## config.mk

```make
export PLATFORM = sky130hd
export DESIGN_NAME = clock_output_sync_and_enable
export DESIGN_NICKNAME = d
export VERILOG_FILES = /design/src/verilog/clk_sync_pkg.sv /design/src/verilog/clock_output_sync_and_enable.sv
export SDC_FILE = /design/constraint.sdc
export NUM_CORES = 1
export LEC_CHECK = 0
export ABC_AREA = 0
export BUFFER_PORTS_ARGS = -buffer_cell sky130_fd_sc_hd__buf_2
export CAP_MARGIN = 20
export CORE_UTILIZATION = 57
export CTS_BUF_LIST = sky130_fd_sc_hd__clkbuf_2 sky130_fd_sc_hd__clkbuf_4 sky130_fd_sc_hd__clkbuf_8
export CTS_CLUSTER_SIZE = 40
export DETAILED_ROUTE_END_ITERATION = 7
export GPL_TIMING_DRIVEN = 0
export PLACE_DENSITY = 0.79
export SETUP_SLACK_MARGIN = 0.1
export SLEW_MARGIN = 15
export SYNTH_ARGS = -nofsm -noshare
export SYNTH_HDL_FRONTEND = slang
export SYNTH_SLANG_ARGS = --single-unit
export TNS_END_PERCENT = 30
```

## constraint.sdc

```tcl
create_clock -name i_sys_clk -period 2.36 [get_ports i_sys_clk]
set_input_delay 0.118 -clock i_sys_clk [delete_from_list [all_inputs] [get_ports i_sys_clk]]
set_output_delay 0.118 -clock i_sys_clk [all_outputs]
set_load 0.05 [all_outputs]
```

## src/verilog/clk_sync_pkg.sv

```systemverilog
// Purpose: Constants and carriers for the output sync and enable block
// Assumes: 200 MHz system clock, AXI4-Lite register access
// Notes:   Register layout and timing counts live here only
`default_nettype none
package clk_sync_pkg;
    localparam int unsigned NUM_OUTPUTS    = 8;
    localparam int unsigned ADDR_W         = 8;
    localparam int unsigned ODIV_W         = 10;
    localparam int unsigned PS_W           = 8;

    // Register byte addresses
    localparam logic [7:0] OUT_EN_OFS      = 8'h00;
    localparam logic [7:0] PRESCALE_OFS    = 8'h04;
    localparam logic [7:0] STATUS_OFS      = 8'h08;
    localparam logic [7:0] CTRL_OFS        = 8'h0c;
    localparam logic [7:0] ODIV_BASE_OFS   = 8'h10;
    localparam logic [7:0] ODIV_LAST_OFS   = 8'h2c;

    // Field positions
    localparam int unsigned CTRL_BYP4_BIT  = 0;
    localparam int unsigned CTRL_BYP5_BIT  = 1;
    localparam int unsigned CTRL_BSRC_BIT  = 2;
    localparam int unsigned CTRL_SYNC_BIT  = 5;
    localparam int unsigned PS_A_LSB       = 0;
    localparam int unsigned PS_B_LSB       = 8;
    localparam int unsigned ST_SYNC_BIT    = 0;
    localparam int unsigned ST_REL_BIT     = 1;
    localparam int unsigned ST_RUNA_BIT    = 2;
    localparam int unsigned ST_RUNB_BIT    = 3;

    // Reset values
    localparam logic [7:0]  OUT_EN_RST     = 8'hff;
    localparam logic [7:0]  PS_DIV_RST     = 8'h03;
    localparam logic [9:0]  ODIV_RST       = 10'h001;

    localparam logic [1:0]  RESP_OKAY      = 2'h0;
    localparam logic [1:0]  RESP_SLVERR    = 2'h2;

    // Sync release to first output edge
    localparam int unsigned CLK_PERIOD_NS  = 5;
    localparam int unsigned SYNC_DLY_MIN_NS = 15;
    localparam int unsigned SYNC_DLY_MAX_NS = 20;
    localparam int unsigned SYNC_DLY_MIN_CYC = (SYNC_DLY_MIN_NS + CLK_PERIOD_NS - 1) / CLK_PERIOD_NS;
    localparam int unsigned SYNC_DLY_MAX_CYC = SYNC_DLY_MAX_NS / CLK_PERIOD_NS;

    typedef struct packed {
        logic              awvalid;
        logic [ADDR_W-1:0] awaddr;
        logic              wvalid;
        logic [31:0]       wdata;
        logic [3:0]        wstrb;
        logic              bready;
        logic              arvalid;
        logic [ADDR_W-1:0] araddr;
        logic              rready;
    } axil_req_s;

    typedef struct packed {
        logic              awready;
        logic              wready;
        logic              bvalid;
        logic [1:0]        bresp;
        logic              arready;
        logic              rvalid;
        logic [31:0]       rdata;
        logic [1:0]        rresp;
    } axil_rsp_s;
endpackage : clk_sync_pkg
`default_nettype wire

```

## src/verilog/clock_output_sync_and_enable.sv

```systemverilog
// Purpose: Output sync, prescaler retiming, per-output enables and bypass mux
// Assumes: Inputs synchronous to i_sys_clk except the sync pin; prescalers are tick enables
// Notes:   Each prescaler ticks once per (div+1) system clocks
// Notes on behaviour
// - A sync request comes from the active-low pin or from the software sync bit, and resets every divider.
// - While sync is asserted every output is high impedance and every output divider is held in reset.
// - On release the block latches the release, retimes it to the prescalers, then enables group A and group B each on its own prescaler tick.
// - The first output edge comes about 35 ns after the pin changes, plus the wait for the next prescaler tick (50 ns with reset divides).
// - For a fixed setup the release-to-output delay varies by at most one prescaler A cycle.
// - Devices released together stay within one clock cycle with equal prescalers, two otherwise.
// - Outputs 0, 1, 4, 5 restart on prescaler A, outputs 2, 3, 6, 7 on prescaler B.
// - With equal prescaler divides all eight outputs turn on in the same cycle.
// - Outputs 4 and 5 can each select the bypass input clock instead of their own divider.
// - Each output has its own software enable bit, so outputs can be turned on in any order.
`default_nettype none
module clock_output_sync_and_enable #(
    parameter int unsigned NUM_OUT = clk_sync_pkg::NUM_OUTPUTS
) (
    input  wire logic                   i_sys_clk,          // 200 MHz system clock
    input  wire logic                   i_reset,            // Synchronous reset, active high
    input  wire logic                   i_sync_request_n,   // Asynchronous sync pin, active low
    input  wire logic                   i_primary_clk,      // Primary input clock level for bypass
    input  wire logic                   i_secondary_clk,    // Secondary input clock level for bypass
    input  wire clk_sync_pkg::axil_req_s i_axil,            // AXI4-Lite request channels
    output var clk_sync_pkg::axil_rsp_s o_axil,             // AXI4-Lite response channels
    output logic [NUM_OUT-1:0]          o_clk_out,          // Output clock levels
    output logic [NUM_OUT-1:0]          o_clk_oe_n          // Output enable, low while driving
);
    localparam logic [7:0] GROUP_B = 8'hcc;

    typedef struct packed {
        logic                                          aw_have;
        logic [clk_sync_pkg::ADDR_W-1:0]               aw_addr;
        logic                                          w_have;
        logic [31:0]                                   w_data;
        logic [3:0]                                    w_strb;
        logic                                          bvalid;
        logic [1:0]                                    bresp;
        logic                                          rvalid;
        logic [31:0]                                   rdata;
        logic [1:0]                                    rresp;
        logic                                          soft_sync_n;
        logic                                          byp4;
        logic                                          byp5;
        logic                                          byp_src;
        logic [7:0]                                    out_en;
        logic [clk_sync_pkg::PS_W-1:0]                 psa_div;
        logic [clk_sync_pkg::PS_W-1:0]                 psb_div;
        logic [7:0][clk_sync_pkg::ODIV_W-1:0]          odiv;
        logic                                          pin_meta;
        logic                                          pin_sync;
        logic                                          released;
        logic [2:0]                                    dly;
        logic [clk_sync_pkg::PS_W-1:0]                 psa_cnt;
        logic [clk_sync_pkg::PS_W-1:0]                 psb_cnt;
        logic                                          run_a;
        logic                                          run_b;
        logic [7:0][clk_sync_pkg::ODIV_W-1:0]          ocnt;
        logic [7:0]                                    oclk;
    } state_s;

    state_s st_q;
    state_s st_d;

    function automatic logic [31:0] merge(input logic [31:0] old_v, input logic [31:0] new_v,
                                          input logic [3:0] strb);
        logic [31:0] r;
        r = old_v;
        for (int b = 0; b < 4; b++) begin
            if (strb[b]) begin
                r[b*8 +: 8] = new_v[b*8 +: 8];
            end
        end
        return r;
    endfunction : merge

    logic        sync_active;
    logic        tick_a;
    logic        tick_b;
    logic [31:0] status_word;
    logic [31:0] ctrl_word;
    logic [31:0] ps_word;

    always_comb begin
        // Pin is usable only after both synchroniser stages
        sync_active = !st_q.pin_sync || !st_q.soft_sync_n;
        // Compare with >= so a divide lowered mid-run cannot leave the counter past its wrap point
        tick_a      = (st_q.psa_cnt >= st_q.psa_div);
        tick_b      = (st_q.psb_cnt >= st_q.psb_div);
        status_word = '0;
        status_word[clk_sync_pkg::ST_SYNC_BIT] = sync_active;
        status_word[clk_sync_pkg::ST_REL_BIT]  = st_q.released;
        status_word[clk_sync_pkg::ST_RUNA_BIT] = st_q.run_a;
        status_word[clk_sync_pkg::ST_RUNB_BIT] = st_q.run_b;
        ctrl_word   = '0;
        ctrl_word[clk_sync_pkg::CTRL_SYNC_BIT] = st_q.soft_sync_n;
        ctrl_word[clk_sync_pkg::CTRL_BYP4_BIT] = st_q.byp4;
        ctrl_word[clk_sync_pkg::CTRL_BYP5_BIT] = st_q.byp5;
        ctrl_word[clk_sync_pkg::CTRL_BSRC_BIT] = st_q.byp_src;
        ps_word     = '0;
        ps_word[clk_sync_pkg::PS_A_LSB +: clk_sync_pkg::PS_W] = st_q.psa_div;
        ps_word[clk_sync_pkg::PS_B_LSB +: clk_sync_pkg::PS_W] = st_q.psb_div;
    end

    always_comb begin
        logic [31:0] wv;
        logic [2:0]  oidx;
        wv   = '0;
        oidx = '0;
        st_d = st_q;

        st_d.pin_meta = i_sync_request_n;
        st_d.pin_sync = st_q.pin_meta;

        // Write path: address and data taken in either order
        if (i_axil.awvalid && !st_q.aw_have && !st_q.bvalid) begin
            st_d.aw_have = 1'b1;
            st_d.aw_addr = i_axil.awaddr;
        end
        if (i_axil.wvalid && !st_q.w_have && !st_q.bvalid) begin
            st_d.w_have = 1'b1;
            st_d.w_data = i_axil.wdata;
            st_d.w_strb = i_axil.wstrb;
        end
        if (st_q.bvalid && i_axil.bready) begin
            st_d.bvalid = 1'b0;
        end
        if (st_q.aw_have && st_q.w_have) begin
            st_d.aw_have = 1'b0;
            st_d.w_have  = 1'b0;
            st_d.bvalid  = 1'b1;
            st_d.bresp   = clk_sync_pkg::RESP_OKAY;
            oidx         = st_q.aw_addr[4:2];
            if (st_q.aw_addr == clk_sync_pkg::OUT_EN_OFS) begin
                wv = merge({24'h000000, st_q.out_en}, st_q.w_data, st_q.w_strb);
                st_d.out_en = wv[7:0];
            end else if (st_q.aw_addr == clk_sync_pkg::PRESCALE_OFS) begin
                wv = merge(ps_word, st_q.w_data, st_q.w_strb);
                st_d.psa_div = wv[clk_sync_pkg::PS_A_LSB +: clk_sync_pkg::PS_W];
                st_d.psb_div = wv[clk_sync_pkg::PS_B_LSB +: clk_sync_pkg::PS_W];
            end else if (st_q.aw_addr == clk_sync_pkg::CTRL_OFS) begin
                wv = merge(ctrl_word, st_q.w_data, st_q.w_strb);
                st_d.soft_sync_n = wv[clk_sync_pkg::CTRL_SYNC_BIT];
                st_d.byp4        = wv[clk_sync_pkg::CTRL_BYP4_BIT];
                st_d.byp5        = wv[clk_sync_pkg::CTRL_BYP5_BIT];
                st_d.byp_src     = wv[clk_sync_pkg::CTRL_BSRC_BIT];
            end else if (st_q.aw_addr == clk_sync_pkg::STATUS_OFS) begin
                st_d.bresp = clk_sync_pkg::RESP_OKAY;
            end else if (st_q.aw_addr >= clk_sync_pkg::ODIV_BASE_OFS && st_q.aw_addr <= clk_sync_pkg::ODIV_LAST_OFS
                         && st_q.aw_addr[1:0] == 2'h0) begin
                wv = merge({22'h000000, st_q.odiv[oidx]}, st_q.w_data, st_q.w_strb);
                st_d.odiv[oidx] = wv[clk_sync_pkg::ODIV_W-1:0];
            end else begin
                st_d.bresp = clk_sync_pkg::RESP_SLVERR;
            end
        end

        // Read path
        if (st_q.rvalid && i_axil.rready) begin
            st_d.rvalid = 1'b0;
        end
        if (i_axil.arvalid && !st_q.rvalid) begin
            st_d.rvalid = 1'b1;
            st_d.rresp  = clk_sync_pkg::RESP_OKAY;
            st_d.rdata  = '0;
            if (i_axil.araddr == clk_sync_pkg::OUT_EN_OFS) begin
                st_d.rdata = {24'h000000, st_q.out_en};
            end else if (i_axil.araddr == clk_sync_pkg::PRESCALE_OFS) begin
                st_d.rdata = ps_word;
            end else if (i_axil.araddr == clk_sync_pkg::STATUS_OFS) begin
                st_d.rdata = status_word;
            end else if (i_axil.araddr == clk_sync_pkg::CTRL_OFS) begin
                st_d.rdata = ctrl_word;
            end else if (i_axil.araddr >= clk_sync_pkg::ODIV_BASE_OFS && i_axil.araddr <= clk_sync_pkg::ODIV_LAST_OFS
                         && i_axil.araddr[1:0] == 2'h0) begin
                st_d.rdata = {22'h000000, st_q.odiv[i_axil.araddr[4:2]]};
            end else begin
                st_d.rresp = clk_sync_pkg::RESP_SLVERR;
            end
        end

        // Sync sequencing; prescalers restart from zero so equal divides tick together
        if (sync_active) begin
            st_d.released = 1'b0;
            st_d.dly      = '0;
            st_d.psa_cnt  = '0;
            st_d.psb_cnt  = '0;
            st_d.run_a    = 1'b0;
            st_d.run_b    = 1'b0;
            st_d.ocnt     = '0;
            st_d.oclk     = '0;
        end else begin
            st_d.released = 1'b1;
            st_d.psa_cnt  = tick_a ? '0 : st_q.psa_cnt + 1'b1;
            st_d.psb_cnt  = tick_b ? '0 : st_q.psb_cnt + 1'b1;
            if (st_q.released && st_q.dly < 3'(clk_sync_pkg::SYNC_DLY_MIN_CYC)) begin
                st_d.dly = st_q.dly + 3'h1;
            end
            // Restart only on a prescaler tick: jitter bounded to one prescaler cycle
            if (st_q.dly == 3'(clk_sync_pkg::SYNC_DLY_MIN_CYC)) begin
                if (tick_a && !st_q.run_a) begin
                    st_d.run_a = 1'b1;
                end
                if (tick_b && !st_q.run_b) begin
                    st_d.run_b = 1'b1;
                end
            end
            for (int i = 0; i < 8; i++) begin
                if (GROUP_B[i] ? (tick_b && !st_q.run_b && st_q.dly == 3'(clk_sync_pkg::SYNC_DLY_MIN_CYC))
                               : (tick_a && !st_q.run_a && st_q.dly == 3'(clk_sync_pkg::SYNC_DLY_MIN_CYC))) begin
                    st_d.oclk[i] = 1'b1;
                    st_d.ocnt[i] = '0;
                end else if (GROUP_B[i] ? (tick_b && st_q.run_b) : (tick_a && st_q.run_a)) begin
                    if (st_q.ocnt[i] >= st_q.odiv[i]) begin
                        st_d.ocnt[i] = '0;
                        st_d.oclk[i] = !st_q.oclk[i];
                    end else begin
                        st_d.ocnt[i] = st_q.ocnt[i] + 1'b1;
                    end
                end
            end
        end
    end

    always_ff @(posedge i_sys_clk) begin
        if (i_reset) begin
            st_q             <= '0;
            st_q.soft_sync_n <= 1'b1;
            st_q.pin_meta    <= 1'b1;
            st_q.pin_sync    <= 1'b1;
            st_q.out_en      <= clk_sync_pkg::OUT_EN_RST;
            st_q.psa_div     <= clk_sync_pkg::PS_DIV_RST;
            st_q.psb_div     <= clk_sync_pkg::PS_DIV_RST;
            st_q.odiv        <= {8{clk_sync_pkg::ODIV_RST}};
        end else begin
            st_q <= st_d;
        end
    end

    always_comb begin
        o_axil.awready = !st_q.aw_have && !st_q.bvalid;
        o_axil.wready  = !st_q.w_have && !st_q.bvalid;
        o_axil.bvalid  = st_q.bvalid;
        o_axil.bresp   = st_q.bresp;
        o_axil.arready = !st_q.rvalid;
        o_axil.rvalid  = st_q.rvalid;
        o_axil.rdata   = st_q.rdata;
        o_axil.rresp   = st_q.rresp;
        for (int i = 0; i < NUM_OUT; i++) begin
            o_clk_out[i]  = st_q.oclk[i];
            o_clk_oe_n[i] = !((GROUP_B[i] ? st_q.run_b : st_q.run_a) && st_q.out_en[i]);
        end
        // Bypass feeds the input clock straight through; still gated by sync and enable
        if (st_q.byp4) begin
            o_clk_out[4] = st_q.byp_src ? i_secondary_clk : i_primary_clk;
        end
        if (st_q.byp5) begin
            o_clk_out[5] = st_q.byp_src ? i_secondary_clk : i_primary_clk;
        end
    end
endmodule : clock_output_sync_and_enable
`default_nettype wire
```

==> out/metrics.json, run 1 <==
{
  "growth_of_design_area_from_synthesis_to_finish": {"value": 21.1, "unit": "%"},
  "combPwrFrac": {"value": 11.5, "unit": "%"},
  "grt_start_max_net_pins": {"value": 12},
  "synth.cell_area": {"value": 14900, "unit": "um^2"},
  "dp_cells": {"value": 2125},
  "violations": {"value": "setup timing"},
  "synth_enable_flop_cells": {"value": 0},
  "number_of_flip_flops_and_latches_in_the_synthesized_netlist": {"value": 268},
  "globalRouteTotalUtil": {"value": 32.9, "unit": "%"},
  "multi_input_area": {"value": 8910, "unit": "um^2"},
  "final.min_clock_period": {"value": 2.53, "unit": "ns"},
  "finalWorstSetupSlack": {"value": -0.170, "unit": "ns"},
  "max_h_tree_level": {"value": 2},
  "category_of_the_worst_setup_path_launch_point": {"value": "flop"},
  "critPathMaxFanout": {"value": 5},
  "cts.clk_slew.worst_paths": {"value": 0.06, "unit": "ns"},
  "rsz_0062_raised_after_global_routing": {"value": "yes"},
  "post_drt_wl_per_cell": {"value": 20.1, "unit": "um"},
  "synth-seq-area-share": {"value": 36.1, "unit": "%"},
  "max_slew.worst_pin.slew": {"value": 0.733, "unit": "ns"},
  "dieArea": {"value": 26700, "unit": "um^2"},
  "reg2reg_slack": {"value": -0.17, "unit": "ns"},
  "reg2reg_depth": {"value": 9},
  "timing.slew.headroom": {"value": 51.1, "unit": "%"},
  "timing.hold.worst.start": {"value": "i_axil[56]"},
  "fill_cells": {"value": 1844},
  "row_count": {"value": 58},
  "power_share_of_the_sequential_group": {"value": 46.3, "unit": "%"},
  "clockRootBuffer": {"value": "sky130_fd_sc_hd__clkbuf_8"},
  "max_freq": {"value": 395, "unit": "MHz"},
  "postSynthAreaPerCell": {"value": 8.76, "unit": "um^2"},
  "p_leak": {"value": 6.59, "unit": "nW"},
  "vdd_drop_max": {"value": 589, "unit": "uV"},
  "grt_pass1_wl": {"value": 69000, "unit": "um"},
  "antenna_cells_inserted": {"value": 0},
  "ys.flop_type": {"value": "sky130_fd_sc_hd__dfxtp_1"},
  "p_clk_share": {"value": 42.2, "unit": "%"},
  "most_common_cell_after_layout_fill_and_taps_aside": {"value": "sky130_fd_sc_hd__dfxtp_1"},
  "skew_pair_late_insertion_delay": {"value": 0.58, "unit": "ns"},
  "route.detailed.drc": {"value": 0},
  "fin_nets": {"value": 2077},
  "finalInstanceArea": {"value": 18000, "unit": "um^2"},
  "period_share": {"value": 107, "unit": "%"},
  "gr-total-overflow": {"value": 0},
  "io_pins": {"value": 119},
  "drt-vias-per-instance": {"value": 6.09},
  "floorplan.die.height": {"value": 163, "unit": "um"},
  "number_of_port_buffers": {"value": 81},
  "worst_clock_skew": {"value": 0.0305, "unit": "ns"},
  "cts_tree": {"value": "done"},
  "final-max-slew-violation-count": {"value": 0},
  "drive_gt1_share": {"value": 21.4, "unit": "%"},
  "power_per_cell_area": {"value": 561, "unit": "nW/um^2"},
  "layoutNonFillerInstCount": {"value": 2266},
  "required": {"value": 2.84, "unit": "ns"},
  "hold_end": {"value": "st_q[303]"},
  "cap_violations": {"value": 0},
  "final_cell_mix": {"value": "sky130_fd_sc_hd__dfxtp_1 (257), sky130_fd_sc_hd__nor2_1 (128), sky130_fd_sc_hd__nand2_1 (127), sky130_fd_sc_hd__inv_1 (112), sky130_fd_sc_hd__ha_1 (101)"},
  "detailed_place.area": {"value": 15700, "unit": "um^2"},
  "power.internal": {"value": 7.40, "unit": "mW"},
  "routed_wl": {"value": 45500, "unit": "um"},
  "final_antenna_net_count": {"value": 0},
  "finalSetupViolations": {"value": 40},
  "ys.warnings.count": {"value": 0},
  "status": {"value": "finished with violations"},
  "crit-reg2reg-capture": {"value": "st_q[29]"},
  "tritoncts_num_sinks": {"value": 268},
  "synth-async-reset-ratio": {"value": 0, "unit": "%"},
  "p_sw": {"value": 2.71, "unit": "mW"},
  "routability_congestion": {"value": 0.995},
  "power.total": {"value": 10.1, "unit": "mW"},
  "floorplan.core_area": {"value": 25400, "unit": "um^2"},
  "timing.hold.worst.class": {"value": "primary input to flop"},
  "critPathKind": {"value": "flop to flop"},
  "vias": {"value": 13805},
  "timing_hold_violations_final": {"value": 0},
  "worstHoldPathCells": {"value": 3},
  "dieWidth": {"value": 163, "unit": "um"},
  "critical_path_arrival": {"value": 3.01, "unit": "ns"},
  "netlist-cell-type-count": {"value": 59},
  "endpoint_kind": {"value": "flop"},
  "clock_tree.buffer_depth": {"value": 3},
  "hpwl": {"value": 31700, "unit": "um"},
  "numCtsBuffers": {"value": 44},
  "regArea": {"value": 5380, "unit": "um^2"},
  "grt_pass1_vias": {"value": 13052},
  "floorplan.initialDensity": {"value": 58.5, "unit": "%"},
  "postSynthCellCount": {"value": 1697},
  "detailed_route_iter0_violations": {"value": 1545},
  "netSwitchingFraction": {"value": 26.8, "unit": "%"},
  "antenna_violations_before_repair": {"value": 0},
  "drt-pass1-iter-count": {"value": 6},
  "crit-reg2reg-launch": {"value": "ps_word[8]"}
}
## area by class of cell
cell class	count	share of cell area, %
well taps	330	2.29
clock inverters	7	0.215
flip-flops and latches	268	29.9
inverters	119	2.51
clock buffers	68	4.85
repair buffers	147	6.11
plain buffers	130	4.61
multi-input cells	1197	49.5
## timing repair
item | 4_1_cts | 5_1_grt
pin swaps | 22 | 45
endpoints found under the setup margin | 212 | 213
setup buffers | 20 | 6
hold buffers | 35 | 0
endpoints found under the hold margin | 34 | 0
cloned | 0 | 5
resized for setup | 76 | 114
## kinds of logic (layout without fill, tap and decap cells)
| logic type | after synthesis | count (layout) | synth area share, % |
|---|---|---|---|
| simple gates | 605 | 605 | 20.3 |
| compound gates | 309 | 309 | 13.3 |
| flops | 268 | 268 | 36.1 |
| buf+inv | 249 | 471 | 7.76 |
| fa+ha+maj | 108 | 108 | 9.09 |
| xor+xnor | 80 | 80 | 4.71 |
| mux | 77 | 77 | 8.72 |
| other cells | 1 | 18 | 0.0252 |
## how the worst max path moves through the flow
stage                end  startpoint
3_5_place_dp   st_q[168]   st_q[297]
3_3_place_gp   st_q[118]   st_q[297]
4_1_cts         st_q[29]  ps_word[8]
2_1_floorplan   st_q[67]  ps_word[4]
6_report        st_q[29]  ps_word[8]
5_1_grt         st_q[29]    st_q[90]
## synth_stat cells, drive strengths merged (9+ instances only)
| library cell | number | area share (%) |
|---|---|---|
| clkbuf | 50 | 1.3 |
| mux4 | 42 | 6.4 |
| nand4 | 25 | 1.1 |
| nand2b | 90 | 3.8 |
| dfxtp | 268 | 36 |
| a21oi | 99 | 3.3 |
| a2111oi | 9 | 0.66 |
| nor2 | 161 | 4.1 |
| nand3 | 56 | 1.9 |
| nor4 | 18 | 0.80 |
| nor3b | 14 | 0.71 |
| nand2 | 127 | 3.2 |
| xor2 | 15 | 0.88 |
| mux2i | 35 | 2.4 |
| ha | 108 | 9.1 |
| a211o | 16 | 0.94 |
| and3 | 9 | 0.38 |
| buf | 80 | 3.5 |
| inv | 119 | 3.0 |
| o21ai | 47 | 1.6 |
| xnor2 | 65 | 3.8 |
| nor3 | 49 | 1.8 |
| o22ai | 73 | 3.1 |
| nor2b | 23 | 0.97 |
## through the flow
step / worst slack, ns / util [%] / hold slack (ns) / TNS [ns]
floorplan: 0.130 / - / 0.218 / 0
global route: -0.210 / 70.9 / 0.0697 / -5.69
CTS: -0.000145 / 69.0 / 0.0533 / -0.000145
finish: -0.170 / 70.9 / 0.0791 / -3.44
detailed placement: -0.761 / 62.0 / 0.316 / -66.38
global placement: -0.676 / 62.0 / 0.310 / -54.07
## critical path, cell delays in order, from the launching register on
cell                        delay, ns
sky130_fd_sc_hd__dfxtp_2         0.40
sky130_fd_sc_hd__ha_4            0.22
sky130_fd_sc_hd__nand2b_4        0.13
sky130_fd_sc_hd__a211o_1         0.32
sky130_fd_sc_hd__a2111oi_4       0.32
sky130_fd_sc_hd__buf_6           0.18
sky130_fd_sc_hd__o41a_1          0.31
sky130_fd_sc_hd__a21bo_1         0.30
sky130_fd_sc_hd__buf_6           0.16
sky130_fd_sc_hd__a21oi_2         0.11
## flip-flops by register name, indices dropped and copies added, names as in the netlist
register and cells:
ps_word 16, o_clk_out 6, st_d 1, o_axil 20, st_q 221, ctrl_word 4
## power by group through the flow
stage	clock, mW	combinational [mW]	sequential (mW)
3_5_place_dp	0	0.880	4.77
6_report	4.26	1.16	4.68
5_1_grt	4.47	1.22	4.68
4_1_cts	4.26	1.01	4.67
2_1_floorplan	0	0.647	4.73
3_3_place_gp	0	0.863	4.76
## metal layers
metal | GRT usage, % | up-vias | share of wire, %
met5 | 0 | - | 0
met4 | 16.6 | 0 | 5.0
met1 | 42.6 | 6498 | 41
met2 | 51.9 | 782 | 45
met3 | 6.53 | 176 | 8.7
li1 | - | 6349 | -
No activity file was read; power rests on OpenSTA's default activity.
==> run 2, diff against run 1 <==
--- a/config.mk
+++ b/config.mk
@@ -8,13 +8,15 @@
 export ABC_AREA = 0
 export BUFFER_PORTS_ARGS = -buffer_cell sky130_fd_sc_hd__buf_2
 export CAP_MARGIN = 20
-export CORE_UTILIZATION = 57
+export CORE_UTILIZATION = 63
 export CTS_BUF_LIST = sky130_fd_sc_hd__clkbuf_2 sky130_fd_sc_hd__clkbuf_4 sky130_fd_sc_hd__clkbuf_8
 export CTS_CLUSTER_SIZE = 40
 export DETAILED_ROUTE_END_ITERATION = 7
 export GPL_TIMING_DRIVEN = 0
-export PLACE_DENSITY = 0.79
+export PLACE_DENSITY = 0.83
 export SETUP_SLACK_MARGIN = 0.1
+export SKIP_CTS_REPAIR_TIMING = 1
+export SKIP_LAST_GASP = 1
 export SLEW_MARGIN = 15
 export SYNTH_ARGS = -nofsm -noshare
 export SYNTH_HDL_FRONTEND = slang
==> constraint.sdc (replaced) <==
create_clock -name i_sys_clk -period 2.4 [get_ports i_sys_clk]
set_input_delay 0.12 -clock i_sys_clk [delete_from_list [all_inputs] [get_ports i_sys_clk]]
set_output_delay 0.12 -clock i_sys_clk [all_outputs]
set_load 0.05 [all_outputs]
==> run 2 against run 1 <==
The run still ends with setup timing left. Hold slack worse by 0.074 ns. Sequential share of layout area rose by 0.43 points. Clock power is 19% higher. Via count up 0.59%. Die area decreased by 9.4%. Combinational power decreased by 12%. Routed wire length fell by 2.2%. Final cell count decreased by 0.84%. Setup slack better by 0.13 ns. Critical path depth shrank 5. Non-clock buffer count shrank 10.
==> out/metrics.json, run 2 (synthesis results as in run 1) <==
{
  "path_buf_inv": {"value": 3, "change": "+1"},
  "crit-reg2reg-launch": {"value": "st_q[98]"},
  "numCtsBuffers": {"value": 45, "change": "+2.3%"},
  "crit_slowest_cell": {"value": "sky130_fd_sc_hd__clkbuf_1"},
  "timing.hold.worst.start": {"value": "i_axil[1]"},
  "fin_nets": {"value": 2068, "change": "-0.43%"},
  "p_leak": {"value": 6.59, "unit": "nW", "change": "about the same"},
  "vdd_drop_max": {"value": 552, "unit": "uV", "change": "-6.2%"},
  "skew_pair_late_insertion_delay": {"value": 0.57, "unit": "ns", "change": "about the same"},
  "grt_pass1_vias": {"value": 12397, "change": "-5.0%"},
  "hpwl": {"value": 30800, "unit": "um", "change": "-2.8%"},
  "violations": {"value": "setup timing"},
  "dieArea": {"value": 24200, "unit": "um^2", "change": "-9.4%"},
  "dieWidth": {"value": 156, "unit": "um", "change": "-4.8%"},
  "cts_tree": {"value": "done"},
  "category_of_the_worst_setup_path_launch_point": {"value": "flop"},
  "preCtsSetupSlack": {"value": -0.622, "unit": "ns", "change": "+0.139 ns"},
  "globalRouteTotalUtil": {"value": 34.4, "unit": "%", "change": "+1.5 points"},
  "worstHoldPathCells": {"value": 3, "change": "unchanged"},
  "tritoncts_num_sinks": {"value": 268, "change": "unchanged"},
  "setup-tns-final": {"value": -0.125, "unit": "ns", "change": "+3.32 ns"},
  "required": {"value": 2.28, "unit": "ns", "change": "-0.56 ns"},
  "critPathMaxFanout": {"value": 10, "change": "+5"},
  "timing_hold_violations_final": {"value": 0, "change": "unchanged"},
  "row_count": {"value": 55, "change": "-5.2%"},
  "crit-reg2reg-capture": {"value": "st_q[67]"},
  "critPathKind": {"value": "flop to output pin"},
  "max_freq": {"value": 410, "unit": "MHz"},
  "critPathMaxStageDelay": {"value": 0.60, "unit": "ns", "change": "+0.20 ns"},
  "clock_tree.buffer_depth": {"value": 3, "change": "unchanged"},
  "routed_wl": {"value": 44600, "unit": "um", "change": "-2.2%"},
  "vias": {"value": 13886, "change": "+0.59%"},
  "power_per_cell_area": {"value": 602, "unit": "nW/um^2", "change": "+7.2%"},
  "final.min_clock_period": {"value": 2.44, "unit": "ns"},
  "floorplan.core_area": {"value": 22900, "unit": "um^2", "change": "-9.8%"},
  "finalWorstSetupSlack": {"value": -0.0409, "unit": "ns", "change": "+0.129 ns"},
  "rsz_0062_raised_after_global_routing": {"value": "yes"},
  "post_drt_wl_per_cell": {"value": 19.8, "unit": "um", "change": "-1.3%"},
  "drt-pass1-iter-count": {"value": 8, "change": "+2"},
  "floorplan.initialDensity": {"value": 64.9, "unit": "%", "change": "+6.3 points"},
  "route.detailed.drc": {"value": 0, "change": "unchanged"},
  "most_common_cell_after_layout_fill_and_taps_aside": {"value": "sky130_fd_sc_hd__dfxtp_1"},
  "routability_congestion": {"value": 1.06, "change": "+6.4%"},
  "number_of_flip_flops_in_the_largest_register": {"value": 221, "change": "unchanged"},
  "drive_gt1_share": {"value": 19.2, "unit": "%", "change": "-2.2 points"},
  "critPathTopFamily": {"value": "buffers and inverters"},
  "endpoint_kind": {"value": "output pin"},
  "status": {"value": "finished with violations"},
  "clockRootBuffer": {"value": "sky130_fd_sc_hd__clkbuf_8"},
  "final_cell_mix": {"value": "sky130_fd_sc_hd__dfxtp_1 (258), sky130_fd_sc_hd__nor2_1 (155), sky130_fd_sc_hd__nand2_1 (127), sky130_fd_sc_hd__inv_1 (116), sky130_fd_sc_hd__ha_1 (104)"},
  "finalInstanceArea": {"value": 17800, "unit": "um^2", "change": "-1.4%"},
  "floorplan.die.height": {"value": 156, "unit": "um", "change": "-4.8%"},
  "max_slew.worst_pin.slew": {"value": 1.04, "unit": "ns", "change": "+0.305 ns"},
  "max_h_tree_level": {"value": 2, "change": "unchanged"},
  "critical_path_arrival": {"value": 2.32, "unit": "ns", "change": "-0.69 ns"},
  "antenna_cells_inserted": {"value": 0, "change": "unchanged"},
  "crit_top_cell": {"value": "sky130_fd_sc_hd__clkbuf_1"},
  "grt_start_max_net_pins": {"value": 12, "change": "unchanged"},
  "period_share": {"value": 102, "unit": "%"},
  "reg2reg_depth": {"value": 10, "change": "+1"},
  "detailed_route_iter0_violations": {"value": 1658, "change": "+7.3%"},
  "io_pins": {"value": 119, "change": "unchanged"},
  "finalSetupViolations": {"value": 7, "change": "-83%"},
  "critical_path.cell_chain": {"value": "clkbuf_1 -> clkbuf_1 -> nand2_1 -> buf_2"},
  "final-max-slew-violation-count": {"value": 0, "change": "unchanged"},
  "reg2reg_slack": {"value": -0.02, "unit": "ns", "change": "+0.15 ns"},
  "worst_clock_skew": {"value": 0.0181, "unit": "ns", "change": "-0.0124 ns"},
  "detailed_place.area": {"value": 15700, "unit": "um^2", "change": "-0.14%"},
  "timing.hold.worst.class": {"value": "primary input to flop"},
  "growth_of_design_area_from_synthesis_to_finish": {"value": 19.5, "unit": "%"},
  "antenna_violations_before_repair": {"value": 1, "change": "+1"},
  "cts.clk_slew.worst_paths": {"value": 0.06, "unit": "ns", "change": "about the same"},
  "drt-vias-per-instance": {"value": 6.18, "change": "+1.4%"},
  "final_antenna_net_count": {"value": 0, "change": "unchanged"},
  "hold_end": {"value": "o_axil[1]"},
  "top_reg_by_flops": {"value": "st_q"},
  "timing.slew.headroom": {"value": 30.8, "unit": "%", "change": "-20 points"},
  "cap_violations": {"value": 0, "change": "unchanged"},
  "number_of_port_buffers": {"value": 81, "change": "unchanged"},
  "grt_pass1_wl": {"value": 65300, "unit": "um", "change": "-5.3%"},
  "gr-total-overflow": {"value": 0, "change": "unchanged"},
  "power.total": {"value": 10.7, "unit": "mW", "change": "+5.7%"}
}
## run 2: cell types whose count changed in the layout (fill, tap and decap cells not counted), moves of 4 or more
cell	before	now
sky130_fd_sc_hd__nor2_1	128	155
sky130_fd_sc_hd__nor2_4	15	1
sky130_fd_sc_hd__nor2_2	18	5
sky130_fd_sc_hd__bufinv_16	0	8
sky130_fd_sc_hd__buf_8	5	0
sky130_fd_sc_hd__inv_1	112	116
## run 2: worst min-delay path: cells and delay by family
kind	cells	cell delay, ns
and+or+nand+nor	1	0.07
AOI/OAI and AO/OA	1	0.24
buffers and inverters	1	0.08
## run 2: stage by stage
| stage | hold slack (ns) | instances | utilization, % |
|---|---|---|---|
| detailed placement | 0.322 | 2108 | 68.6 |
| global route | 0.0358 | 2247 | 77.5 |
| global placement | 0.311 | 2108 | 68.6 |
| CTS | -0.264 | 2191 | 73.6 |
| floorplan | 0.220 | 1714 | - |
| finish | 0.00496 | 2247 | 77.5 |
## run 2: routing by layer
metal / routed length [um] / global-route usage (%) / up-vias
met4: 2420 / 17.3 / 2
met5: 14 / 0 / -
met2: 20400 / 54.6 / 837
li1: - / - / 6339
met3: 4740 / 8.50 / 206
met1: 17000 / 43.5 / 6502
## run 2: power by group
part           internal (mW)  switching (mW)  total, mW  leakage, nW
clock                   3.14            1.93       5.07        0.588
sequential              4.51          0.0829       4.60         2.17
combinational          0.376           0.641       1.02         3.83
total                   8.03            2.66       10.7         6.59
## run 2: final cells by class
type	count	area, um^2
clock inverters	18	298
inverters	119	449
fillers	1455	5160
well taps	313	392
flip-flops and latches	268	5390
multi-input cells	1197	8660
plain buffers	130	768
clock buffers	65	845
repair buffers	137	960
## run 2: worst max-delay path by stage
stage	startpoint	to	depth (start not counted)
2_1_floorplan	st_q[90]	st_q[39]	10
3_3_place_gp	st_q[297]	st_q[166]	7
3_5_place_dp	st_q[297]	st_q[117]	7
4_1_cts	st_q[297]	st_q[117]	7
5_1_grt	st_q[104]	st_q[57]	8
6_report	st_q[88]	o_clk_oe_n[3]	4
